[src/hdl/fesp_params.svh]
`ifndef FESP_PARAMS_SVH
`define FESP_PARAMS_SVH
// command bytes
`define FESP_CMD_SUSPEND 8'hB0
`define FESP_CMD_RESUME 8'h30
`define FESP_CMD_RESET 8'hF0
`define FESP_CMD_SECT_ERASE 8'h30
`define FESP_CMD_ERASE_SETUP 8'h80
// control block offsets (low address byte when control select is active)
`define FESP_OFS_SECTOR_LOCK 8'hC0
`define FESP_OFS_DEVICE_LOCK 8'hC2
`define FESP_SECURITY_BIT 7
// reset values
`define FESP_SECTOR_LOCK_RST 8'h00
`define FESP_SECURITY_RST 1'b0
// timing, clock period in ps
`define FESP_CLK_PS 4000
`define FESP_WINDOW_NS 100000
`define FESP_WINDOW_CYC ((`FESP_WINDOW_NS * 1000) / `FESP_CLK_PS)
`define FESP_SUSP_MIN_NS 100
`define FESP_SUSP_MIN_CYC ((`FESP_SUSP_MIN_NS * 1000 + `FESP_CLK_PS - 1) / `FESP_CLK_PS)
`define FESP_SUSP_MAX_NS 15000
`define FESP_SUSP_MAX_CYC ((`FESP_SUSP_MAX_NS * 1000) / `FESP_CLK_PS)
`define FESP_RESET_US 2000
`define FESP_RESET_CYC ((`FESP_RESET_US * 1000000) / `FESP_CLK_PS)
`define FESP_ERASE_US 100000
// scaled in two steps so the product stays inside 32-bit arithmetic
`define FESP_ERASE_CYC ((`FESP_ERASE_US * 1000) / (`FESP_CLK_PS / 1000))
`endif

[src/hdl/fesp_pkg.sv]
package fesp_pkg;
  typedef enum logic [2:0] {
    FESP_IDLE, FESP_WINDOW, FESP_ERASING, FESP_SUSPENDING, FESP_SUSPENDED, FESP_RESETTING,
    FESP_BUSY_OTHER
  } fesp_state_t;
  typedef struct packed {
    logic wrEn;
    logic rdEn;
    logic ctrlSel;
    logic [7:0] addrLow;
    logic [7:0] data;
  } fesp_bus_t;
  typedef struct packed {
    logic toggleFlag;
    logic errorFlag;
    logic eraseWindowFlag;
  } fesp_status_t;
endpackage : fesp_pkg

[src/hdl/fesp_timer.sv]
`timescale 1ns/10ps
// loadable down counter, done pulses one cycle once the count is down to one
module fesp_timer
  import fesp_pkg::*;
#(
  parameter int WIDTH = 32
) (
  input wire logic clk,
  input wire logic rstn,
  input wire logic load,
  input wire logic stop,
  input wire logic [WIDTH-1:0] loadValue,
  output logic running,
  output logic done
);
  logic [WIDTH-1:0] count_reg;

  // stop has priority so an abort never leaves a stale done behind
  always_ff @(posedge clk or negedge rstn) begin
    if (!rstn) begin
      count_reg <= '0;
      running <= 1'b0;
      done <= 1'b0;
    end else begin
      done <= 1'b0;
      if (stop) begin
        running <= 1'b0;
      end else if (load) begin
        count_reg <= loadValue;
        running <= 1'b1;
      end else if (running) begin
        if (count_reg <= {{(WIDTH-1){1'b0}}, 1'b1}) begin
          running <= 1'b0;
          done <= 1'b1;
        end else begin
          count_reg <= count_reg - {{(WIDTH-1){1'b0}}, 1'b1};
        end
      end
    end
  end
endmodule : fesp_timer

[src/hdl/fesp_toggle.sv]
`timescale 1ns/10ps
// toggle flag: flips on each status read while active
module fesp_toggle
  import fesp_pkg::*;
(
  input wire logic clk,
  input wire logic rstn,
  input wire logic active,
  input wire logic statusRead,
  output logic toggleFlag
);
  always_ff @(posedge clk or negedge rstn) begin
    if (!rstn) begin
      toggleFlag <= 1'b0;
    end else if (active && statusRead) begin
      toggleFlag <= ~toggleFlag;
    end
  end
endmodule : fesp_toggle

[src/hdl/fesp_ctrl.sv]
`timescale 1ns/10ps
// Function
// - 0xB0 write with sector select suspends
// - suspend only during erase, then read
// - suspend in window ends the window
// - toggle stops 0.1 to 15 us later
// - suspended sector reads invalid, others valid
// - suspended: only resume and reset accepted
// - reset while suspended invalidates erased sectors
// - 0x30 write with select resumes erase
// - protected sectors ignore program and erase
// - sector lock status, read only
// - device lock bit 7 security, read only
// - security blocks external programmers and sector lock loads
// - security cleared only by full erase
// - reset command returns to read array
// - reset ignored during program or bulk erase
// - reset aborts sector erase, milliseconds
// - 100 us append window, restarts, flag
// - erasing accepts only reset and suspend
`include "fesp_params.svh"
module flash_erase_suspend_protect_ctrl
  import fesp_pkg::*;
#(
  parameter int WINDOW_CYC = `FESP_WINDOW_CYC,
  parameter int RESET_CYC = `FESP_RESET_CYC,
  parameter int ERASE_CYC = `FESP_ERASE_CYC
) (
  input wire logic clk,
  input wire logic rstn,
  input wire fesp_bus_t hostBus,
  input wire logic [7:0] sectorSelect,
  input wire logic eraseSetupDone,
  input wire logic otherBusy,
  input wire logic bulkEraseDone,
  input wire logic [7:0] sectorLockIn,
  input wire logic sectorLockLoad,
  input wire logic securitySet,
  input wire logic extProgReq,
  output logic extProgGrant,
  output logic [7:0] readData,
  output logic readDataValid,
  output logic readInvalid,
  output fesp_status_t status,
  output logic [7:0] erasingSectors,
  output logic [7:0] invalidSectors,
  output logic eraseActive,
  output logic eraseDone
);
  fesp_state_t state_reg;
  logic [7:0] sectorLock_reg;
  logic security_reg;
  logic [7:0] eraseSet_reg;
  logic [7:0] invalid_reg;
  logic errorFlag_reg;
  logic anySel;
  logic flashWr;
  logic flashRd;
  logic [7:0] selUnprot;
  logic winLoad;
  logic winStop;
  logic winDone;
  logic winRun;
  logic ersLoad;
  logic ersStop;
  logic ersDone;
  logic ersRun;
  logic suspLoad;
  logic suspDone;
  logic rstLoad;
  logic rstDone;
  logic toggleActive;
  logic toggleOut;
  logic [7:0] readNext;

  assign anySel = |sectorSelect;
  assign flashWr = hostBus.wrEn && anySel && !hostBus.ctrlSel;
  assign flashRd = hostBus.rdEn && anySel && !hostBus.ctrlSel;
  assign selUnprot = sectorSelect & ~sectorLock_reg;

  // command decode per state
  always_comb begin
    winLoad = 1'b0;
    winStop = 1'b0;
    ersLoad = 1'b0;
    ersStop = 1'b0;
    suspLoad = 1'b0;
    rstLoad = 1'b0;
    case (state_reg)
      FESP_IDLE: begin
        // erase code into a protected sector is silently dropped
        if (eraseSetupDone && flashWr && hostBus.data == `FESP_CMD_SECT_ERASE
            && |selUnprot && !otherBusy) begin
          winLoad = 1'b1;
        end
      end
      FESP_WINDOW: begin
        if (flashWr && hostBus.data == `FESP_CMD_SUSPEND) begin
          winStop = 1'b1;
          suspLoad = 1'b1;
        end else if (flashWr && hostBus.data == `FESP_CMD_SECT_ERASE) begin
          winLoad = 1'b1;
        end else if (flashWr) begin
          winStop = 1'b1; // any other command aborts to read array
        end else if (winDone) begin
          ersLoad = 1'b1;
        end
      end
      FESP_ERASING: begin
        if (flashWr && hostBus.data == `FESP_CMD_SUSPEND) begin
          ersStop = 1'b1;
          suspLoad = 1'b1;
        end else if (flashWr && hostBus.data == `FESP_CMD_RESET) begin
          ersStop = 1'b1;
          rstLoad = 1'b1;
        end
      end
      FESP_SUSPENDED: begin
        if (flashWr && hostBus.data == `FESP_CMD_RESUME) begin
          ersLoad = 1'b1;
        end else if (flashWr && hostBus.data == `FESP_CMD_RESET) begin
          rstLoad = 1'b1;
        end
      end
      default: begin
      end
    endcase
  end

  fesp_timer #(.WIDTH(32)) u_window (
    .clk(clk),
    .rstn(rstn),
    .load(winLoad),
    .stop(winStop),
    .loadValue(32'(WINDOW_CYC)),
    .running(winRun),
    .done(winDone)
  );

  // erase timer restarts on resume; a real array would carry progress
  fesp_timer #(.WIDTH(32)) u_erase (
    .clk(clk),
    .rstn(rstn),
    .load(ersLoad),
    .stop(ersStop),
    .loadValue(32'(ERASE_CYC)),
    .running(ersRun),
    .done(ersDone)
  );

  // suspend latency sits at the lower bound
  fesp_timer #(.WIDTH(32)) u_suspend (
    .clk(clk),
    .rstn(rstn),
    .load(suspLoad),
    .stop(1'b0),
    .loadValue(32'(`FESP_SUSP_MIN_CYC)),
    .running(),
    .done(suspDone)
  );

  fesp_timer #(.WIDTH(32)) u_reset (
    .clk(clk),
    .rstn(rstn),
    .load(rstLoad),
    .stop(1'b0),
    .loadValue(32'(RESET_CYC)),
    .running(),
    .done(rstDone)
  );

  // main sequencer
  always_ff @(posedge clk or negedge rstn) begin
    if (!rstn) begin
      state_reg <= FESP_IDLE;
    end else begin
      case (state_reg)
        FESP_IDLE: begin
          if (otherBusy) begin
            state_reg <= FESP_BUSY_OTHER;
          end else if (winLoad) begin
            state_reg <= FESP_WINDOW;
          end
        end
        FESP_WINDOW: begin
          if (suspLoad) begin
            state_reg <= FESP_SUSPENDING;
          end else if (winStop) begin
            state_reg <= FESP_IDLE;
          end else if (ersLoad) begin
            state_reg <= FESP_ERASING;
          end
        end
        FESP_ERASING: begin
          if (suspLoad) begin
            state_reg <= FESP_SUSPENDING;
          end else if (rstLoad) begin
            state_reg <= FESP_RESETTING;
          end else if (ersDone) begin
            state_reg <= FESP_IDLE;
          end
        end
        FESP_SUSPENDING: begin
          if (suspDone) begin
            state_reg <= FESP_SUSPENDED;
          end
        end
        FESP_SUSPENDED: begin
          if (ersLoad) begin
            state_reg <= FESP_ERASING;
          end else if (rstLoad) begin
            state_reg <= FESP_RESETTING;
          end
        end
        FESP_RESETTING: begin
          if (rstDone) begin
            state_reg <= FESP_IDLE;
          end
        end
        FESP_BUSY_OTHER: begin
          // reset command ignored while program or bulk erase runs
          if (!otherBusy) begin
            state_reg <= FESP_IDLE;
          end
        end
        default: begin
          state_reg <= FESP_IDLE;
        end
      endcase
    end
  end

  // sectors collected during the append window
  always_ff @(posedge clk or negedge rstn) begin
    if (!rstn) begin
      eraseSet_reg <= 8'h00;
    end else if (winLoad) begin
      eraseSet_reg <= (state_reg == FESP_IDLE) ? selUnprot : (eraseSet_reg | selUnprot);
    end else if (state_reg == FESP_IDLE) begin
      eraseSet_reg <= 8'h00;
    end
  end

  // sectors whose contents are invalid after an aborted erase
  always_ff @(posedge clk or negedge rstn) begin
    if (!rstn) begin
      invalid_reg <= 8'h00;
    end else if (rstLoad) begin
      invalid_reg <= invalid_reg | eraseSet_reg;
    end else if (ersDone || bulkEraseDone) begin
      invalid_reg <= bulkEraseDone ? 8'h00 : (invalid_reg & ~eraseSet_reg);
    end
  end

  // lock bits are loaded by the programming path only, never by the host
  always_ff @(posedge clk or negedge rstn) begin
    if (!rstn) begin
      sectorLock_reg <= `FESP_SECTOR_LOCK_RST;
      security_reg <= `FESP_SECURITY_RST;
    end else begin
      if (sectorLockLoad && !security_reg) begin
        sectorLock_reg <= sectorLockIn;
      end
      if (securitySet) begin
        security_reg <= 1'b1; // set wins over clear
      end else if (bulkEraseDone) begin
        security_reg <= 1'b0;
      end
    end
  end

  assign toggleActive = (state_reg == FESP_WINDOW) || (state_reg == FESP_ERASING)
      || (state_reg == FESP_SUSPENDING);
  fesp_toggle u_toggle (
    .clk(clk),
    .rstn(rstn),
    .active(toggleActive),
    .statusRead(flashRd && |(sectorSelect & eraseSet_reg)),
    .toggleFlag(toggleOut)
  );

  // register read mux
  always_comb begin
    readNext = 8'h00;
    if (hostBus.addrLow == `FESP_OFS_SECTOR_LOCK) begin
      readNext = sectorLock_reg;
    end else if (hostBus.addrLow == `FESP_OFS_DEVICE_LOCK) begin
      readNext[`FESP_SECURITY_BIT] = security_reg;
    end
  end

  // registered outputs
  always_ff @(posedge clk or negedge rstn) begin
    if (!rstn) begin
      readData <= 8'h00;
      readDataValid <= 1'b0;
      readInvalid <= 1'b0;
      status <= '0;
      erasingSectors <= 8'h00;
      invalidSectors <= 8'h00;
      eraseActive <= 1'b0;
      eraseDone <= 1'b0;
      extProgGrant <= 1'b0;
      errorFlag_reg <= 1'b0;
    end else begin
      readData <= readNext;
      readDataValid <= hostBus.rdEn && hostBus.ctrlSel;
      readInvalid <= flashRd && (state_reg == FESP_SUSPENDED)
          && |(sectorSelect & eraseSet_reg);
      errorFlag_reg <= 1'b0;
      status.toggleFlag <= toggleOut;
      status.errorFlag <= errorFlag_reg;
      status.eraseWindowFlag <= (state_reg != FESP_WINDOW) && (state_reg != FESP_IDLE);
      erasingSectors <= eraseSet_reg;
      invalidSectors <= invalid_reg;
      eraseActive <= ersRun || winRun;
      eraseDone <= ersDone;
      extProgGrant <= extProgReq && !security_reg;
    end
  end
endmodule : flash_erase_suspend_protect_ctrl

[config.mk]
export PLATFORM = sky130hd
export DESIGN_NAME = flash_erase_suspend_protect_ctrl
export DESIGN_NICKNAME = d
export VERILOG_FILES = /design/src/hdl/fesp_pkg.sv /design/src/hdl/fesp_timer.sv /design/src/hdl/fesp_toggle.sv /design/src/hdl/fesp_ctrl.sv
export VERILOG_INCLUDE_DIRS = /design/src /design/src/hdl
export SDC_FILE = /design/constraint.sdc
export NUM_CORES = 1
export LEC_CHECK = 0
export BUFFER_PORTS_ARGS = -buffer_cell sky130_fd_sc_hd__buf_2
export CORE_MARGIN = 2
export CORE_UTILIZATION = 30
export CTS_BUF_LIST = sky130_fd_sc_hd__clkbuf_4 sky130_fd_sc_hd__clkbuf_8
export DETAILED_ROUTE_END_ITERATION = 16
export PLACE_DENSITY = 0.48
export SYNTH_ARGS = -nofsm -noshare
export SYNTH_HDL_FRONTEND = slang
export SYNTH_HIERARCHICAL = 1
export SYNTH_SLANG_ARGS = --single-unit
[constraint.sdc]
create_clock -name clk -period 3.4 [get_ports clk]
set_clock_uncertainty 0.2 [all_clocks]
set_input_delay 0.85 -clock clk [delete_from_list [all_inputs] [get_ports clk]]
set_output_delay 0.85 -clock clk [all_outputs]
set_load 0.05 [all_outputs]
-- Word-level counts from Yosys, hierarchy flattened
Cells that the tools add are included.
- add/sub/neg operators: 4
- order comparisons: 4
- equal/unequal tests: 23
- multiplexer cells: 86
- bitwise logic cells: 10
- reductions and logical operators: 44
- operator list (kind ; count):
    $mux W32 ; 12
    $le A32 B1 Y1 const B ; 4
    $sub A32 B1 Y32 const B ; 4
    $mux W1 ; 50
    $mux W8 ; 6
    $mux W3 ; 13
    $eq A8 B8 Y1 const B ; 4
    $and A8 B8 Y8 ; 3
    $reduce_or A8 Y1 ; 3
    $pmux W3 S7 ; 1
    $logic_and A1 B1 Y1 ; 19
    $not A8 Y8 ; 2
    $or A8 B8 Y8 ; 2
    $reduce_bool A2 Y1 ; 7
    $eq A3 B3 Y1 const B ; 3
    $eq A8 B6 Y1 const B ; 1
    $ne A2 B2 Y1 const B ; 4
    $ne A4 B3 Y1 const B ; 2
    $mux W7 ; 1
    $reduce_and A7 Y1 ; 1
    $eq A3 B2 Y1 const B ; 2
    $ne A2 B1 Y1 const B ; 3
    $pmux W1 S2 ; 3
    $reduce_and A3 Y1 ; 2
    11 further kinds ; 19
- register bits after elaboration: 196
- input port bits: 43
- output and inout port bits: 32
- word-level logic and storage cells: 199

-- Longest topological paths before layout
- word-level depth: 12
- gate-level depth with buffers: 13
- gate-level depth less buffers: 10

-- Cells and area by module
Netlist, hierarchy kept.
- modules (own cells, without submodules) (module ; instances ; cells each ; area an instance (um2) ; seq. area each (um2)):
    fesp_timer at u_erase ... ; 2 ; 281 ; 2352.3 ; 850.8
    flash_erase_suspend_protect_ctrl ; 1 ; 241 ; 2638.8 ; 1476.4
    fesp_timer at u_suspend ; 1 ; 271 ; 2263.4 ; 850.8
    fesp_timer at u_window ; 1 ; 264 ; 2230.9 ; 850.8
    fesp_toggle ; 1 ; 3 ; 37.5 ; 25.0

-- Worst setup path before layout
Ideal clock, no wire load.
- path kind: input port to flip-flop
- start point: in sectorSelect[4]
- end point: reg u_reset.count_reg[27]
- setup time: 0.122 ns
- data arrival time: 3.212 ns
- data required time: 3.078 ns
- setup slack: -0.134 ns
- stages: 10
- buffers on the path: 2
- cells stage by stage: nor4_2 > a211o_2 > o21ai_2 > a21oi_4 > buf_4 > nor2_1 > or2_2 > clkbuf_1 > or4_1 > a32o_1
- cells in the longest elaborated chain, start to end: 9
- elaborated cells between the ends (all ways): 14
- classes of those cells: eq/ne (1); mux (5); reduce/logical (8)
- RTL lines (item ; RTL line ; text):
    start, declared ; fesp_ctrl.sv:32 ; input wire logic [7:0] sectorSelect,
    $reduce_or A8 Y1 (*) ; fesp_ctrl.sv:76 ; assign anySel = |sectorSelect;
    $logic_and A1 B1 Y1 (*) (2 in a row) ; fesp_ctrl.sv:77 ; assign flashWr = hostBus.wrEn && anySel && !hostBus.ctrlSel;
    $logic_and A1 B1 Y1 (no source line) ; - ;
    $mux W1 ; fesp_ctrl.sv:113, fesp_ctrl.sv:121 ;
    $mux W1 (on tied branches) ; fesp_ctrl.sv:119, fesp_ctrl.sv:110 ;
    $pmux W1 S2 (*) ; fesp_ctrl.sv:89 ; case (state_reg)
    via rstLoad ; fesp_ctrl.sv:70 ; logic rstLoad;
    $ne A2 B2 Y1 (no source line) / $reduce_bool A2 Y1 (equally long branches) ; - ;
    $reduce_and A2 Y1 (no source line) ; - ;
    end signal, assigned ; fesp_timer.sv:29 ; count_reg <= loadValue;
    end signal, assigned ; fesp_timer.sv:36 ; count_reg <= count_reg - {{(WIDTH-1){1'b0}}, 1'b1};
    end, declared ; fesp_timer.sv:16 ; logic [WIDTH-1:0] count_reg;
The timed path passes the listed nets; every way through them passes the cells marked *.
A chain may end at the register's enable or synchronous reset.

-- Final worst setup path
- start point: in sectorSelect[1]
- end point: reg u_window.count_reg[5]
- cells in the longest elaborated chain, start to end: 11
- elaborated cells between the ends (all ways): 24
- classes of those cells: eq/ne (1); mux (9); bitwise (2); reduce/logical (12)
- RTL lines (item ; RTL line ; text):
    $reduce_or A8 Y1 ; fesp_ctrl.sv:76 ;
    $logic_and A1 B1 Y1 (2 in a row) ; fesp_ctrl.sv:77 ;
    $logic_and A1 B1 Y1 ; fesp_ctrl.sv:92 ; if (eraseSetupDone && flashWr && hostBus.data == `FESP_CMD_SECT_ERASE
    $logic_and A1 B1 Y1 (no source line) ; - ;
    $logic_and A1 B1 Y1 (2 in a row) ; fesp_ctrl.sv:92 ;
    $mux W1 ; fesp_ctrl.sv:92 ;
    $pmux W1 S2 (*) ; fesp_ctrl.sv:89 ;
    via winLoad ; fesp_ctrl.sv:60 ; logic winLoad;
    $ne A2 B1 Y1 (no source line) / $reduce_bool A2 Y1 (equally long branches) ; - ;
    $reduce_and A3 Y1 (no source line) ; - ;
    end signal, assigned ; fesp_timer.sv:29 ;
    end signal, assigned ; fesp_timer.sv:36 ;
    end, declared ; fesp_timer.sv:16 ;
Marked as above.

==> run metrics <==
slew margin rel.=0.564; Post-CTS Hold Fix Bufs=0; CTS sink cnt=between 150 and 200; reg-to-reg startpoint=sectorLock_reg[1]; post-synthesis sequential area ratio=0.413; Total Wirelength=approximately 34,000 um; CP Max Fanout=15; htree depth=4; FFs w/ async S/R, synth=1.00; commonest cells after routing, fill and taps aside=196 x dfrtp_1, 138 x conb_1, 137 x nor2_1; most common cell after layout, fill and taps aside=dfrtp_1; average wire per standard cell=16.0 um; first-pass GRT wire length=56,400 um; drt pass-1 iters=5; WHS=0.105 ns; routability cong.=0.783; core box area=between 0.03 and 0.04 mm2; worst-case clock buffer depth=2; crit path launch type=input port; area grow syn2layout=20.3%; row count=72; main flop type after synthesis=dfrtp_1; Worst R2R Setup Slack=0.28 ns; Root Driver=clkbuf_8; FILL cells=~4,000; Port Buf Inserts=73; Mapped Cells=between 1,000 and 1,500; total gr overflow=0; cts bufs inserted=17; RSZ-0062 raised after global routing=no; Req. time, crit path=3.60 ns; total track usage=0.169; clock slew at reported path FFs=between 0.1 and 0.15 ns; # DRC=0; Finish-stage setup viols=0; final antenna-violating net count=0; status=completed; Setup Crit Path Kind=in -> reg; share of layout cells above drive strength 1=0.185; via/cell ratio=5.12; antenna violations before repair=1; post-synthesis register bit count=196; initial DRC count=slightly above 600; width of the die=203 um; Peak Freq=311 MHz; largest net degree at the start of global routing=69; post-CTS resize count=0; R2R Path End=u_window/count_reg[5]; vias=10,834; pwr dens=between 300 and 400 mW/mm2; endpoints failing hold=0; I/O Pins=75; worst-margin pin slew=roughly 0.65 ns; Worst Hold Class=in -> async; R2R depth=11; vias in the first global route=10,530; Nets=1,633; number of synthesized flops with an enable pin=0; Initial Utilization=0.306; Leak Pwr=between 6 and 7 nW; worst skew pair latency=between 0.5 and 0.6 ns; Max Cap Viol=0; Core Util, Final=0.368; synth warn=6; Crit. End Element=register; Tcrit/Tclk final=0.947; CTS tree=built; Die Height=roughly 200 um; Final Critical Period=3.22 ns; synthesized area per cell=8.86 um2; maximum VDD drop=between 0.2 and 0.25 mV; synthesized area=approximately 0.012 mm2; post-CTS setup buffer count=0; crit path launch=sectorSelect[1]; Worst EP arrival=3.42 ns; Slew Limit Fails=0; Synth cell types=96; DPL Wire Length=23,800 um; Die ar.=0.0412 mm2
per-layer routing:
metal / vias up / GRT usage / part of all wire
li1: 5434 / - / -
met1: 5218 / 0.240 / 0.49
met2: 167 / 0.269 / 0.47
met3: 15 / 0.0268 / 0.029
met4: 0 / 0.0396 / 0.0076
met5: - / 0 / 0
where the power goes:
group	leakage [nW]	switching [W]	internal [W]
logic	3.36	0.000710	0.000466
clock network	0.205	0.000949	0.000697
registers	2.58	0.000164	0.00247
cells by family (layout without fill, tap and decap cells):
logic type / after synthesis / after routing / share of synthesized area
muxes: 24 / 24 / 0.0209
other: 2 / 140 / 0.000632
xor gates and xnor gates: 3 / 3 / 0.00221
DFF: 196 / 196 / 0.413
buffers and inverters: 137 / 254 / 0.0548
and+or+nand+nor: 552 / 552 / 0.253
adders and majority gates: 8 / 8 / 0.00843
AOI/OAI and AO/OA: 419 / 419 / 0.248
through the flow:
stage	setup slack [ns]	instance area (um2)	total power [W]	cells	TNS [ns]
6_report	0.180	14300	0.00546	2114	0
3_5_place_dp	-0.352	13900	0.00386	2081	-12.81
2_1_floorplan	-0.0537	12400	0.00352	1477	-0.0782
3_3_place_gp	-0.348	13900	0.00385	2081	-11.03
5_1_grt	0.101	14300	0.00579	2113	0
4_1_cts	0.211	14300	0.00554	2112	0
synthesized netlist by cell type, types with 5 or more instances:
cell,instances,share of area
and3_1,14,0.0074
a22oi_1,28,0.018
nor2_1,139,0.044
nand4_1,28,0.015
buf_6,10,0.0095
inv_1,36,0.011
or2_2,15,0.0079
and2_1,8,0.0042
o22ai_1,19,0.010
nor3b_1,12,0.0076
nand3_1,30,0.013
o21ai_0,83,0.035
o211ai_1,19,0.012
or3_1,30,0.016
nor3_1,72,0.030
a21oi_1,81,0.034
nor2b_1,9,0.0047
buf_4,9,0.0057
a22o_1,21,0.015
a211oi_1,7,0.0044
o22a_1,9,0.0066
dfrtp_1,196,0.41
o41ai_1,5,0.0037
mux2i_1,21,0.018
a32o_1,7,0.0059
buf_2,17,0.0072
a221oi_1,7,0.0052
o21ai_1,8,0.0034
or4_1,19,0.012
buf_1,6,0.0019
nand2_1,89,0.028
a32oi_1,9,0.0066
o31ai_1,8,0.0051
o2bb2ai_1,31,0.023
clkbuf_1,53,0.017
a31oi_1,17,0.0090
nor4_1,44,0.023
ha_1,8,0.0084
worst max-delay path by stage:
stage | endpoint | cells past startpoint
final | u_window/count_reg[5] | 12
after global routing | u_window/count_reg[31] | 11
after CTS | u_window/count_reg[5] | 12
after detailed placement | u_window/count_reg[31] | 11
after global placement | u_window/count_reg[5] | 12
after floorplan | u_reset/count_reg[27] | 10
critical path, stage by stage:
cell and delay [ns]:
buf_2 0.10, nor2b_4 0.12, a2111o_1 0.40, o41ai_2 0.40, nand2b_4 0.22, a21oi_4 0.06
or4_4 0.44, o31ai_4 0.24, inv_2 0.19, buf_4 0.20, a21oi_1 0.13, a21oi_1 0.05
final cells by class:
type | count | area, um2 | area share
Antenna cell | 2 | 5.00 | 0.000350
Timing Repair Buffer | 182 | 1260 | 0.0879
Multi-Input combinational cell | 1144 | 6900 | 0.483
Tap cell | 518 | 648 | 0.0454
Clock inverter | 13 | 165 | 0.0116
Inverter | 41 | 159 | 0.0111
Clock buffer | 18 | 248 | 0.0173
Sequential cell | 196 | 4900 | 0.343
(Power assumes the default switching activity.)
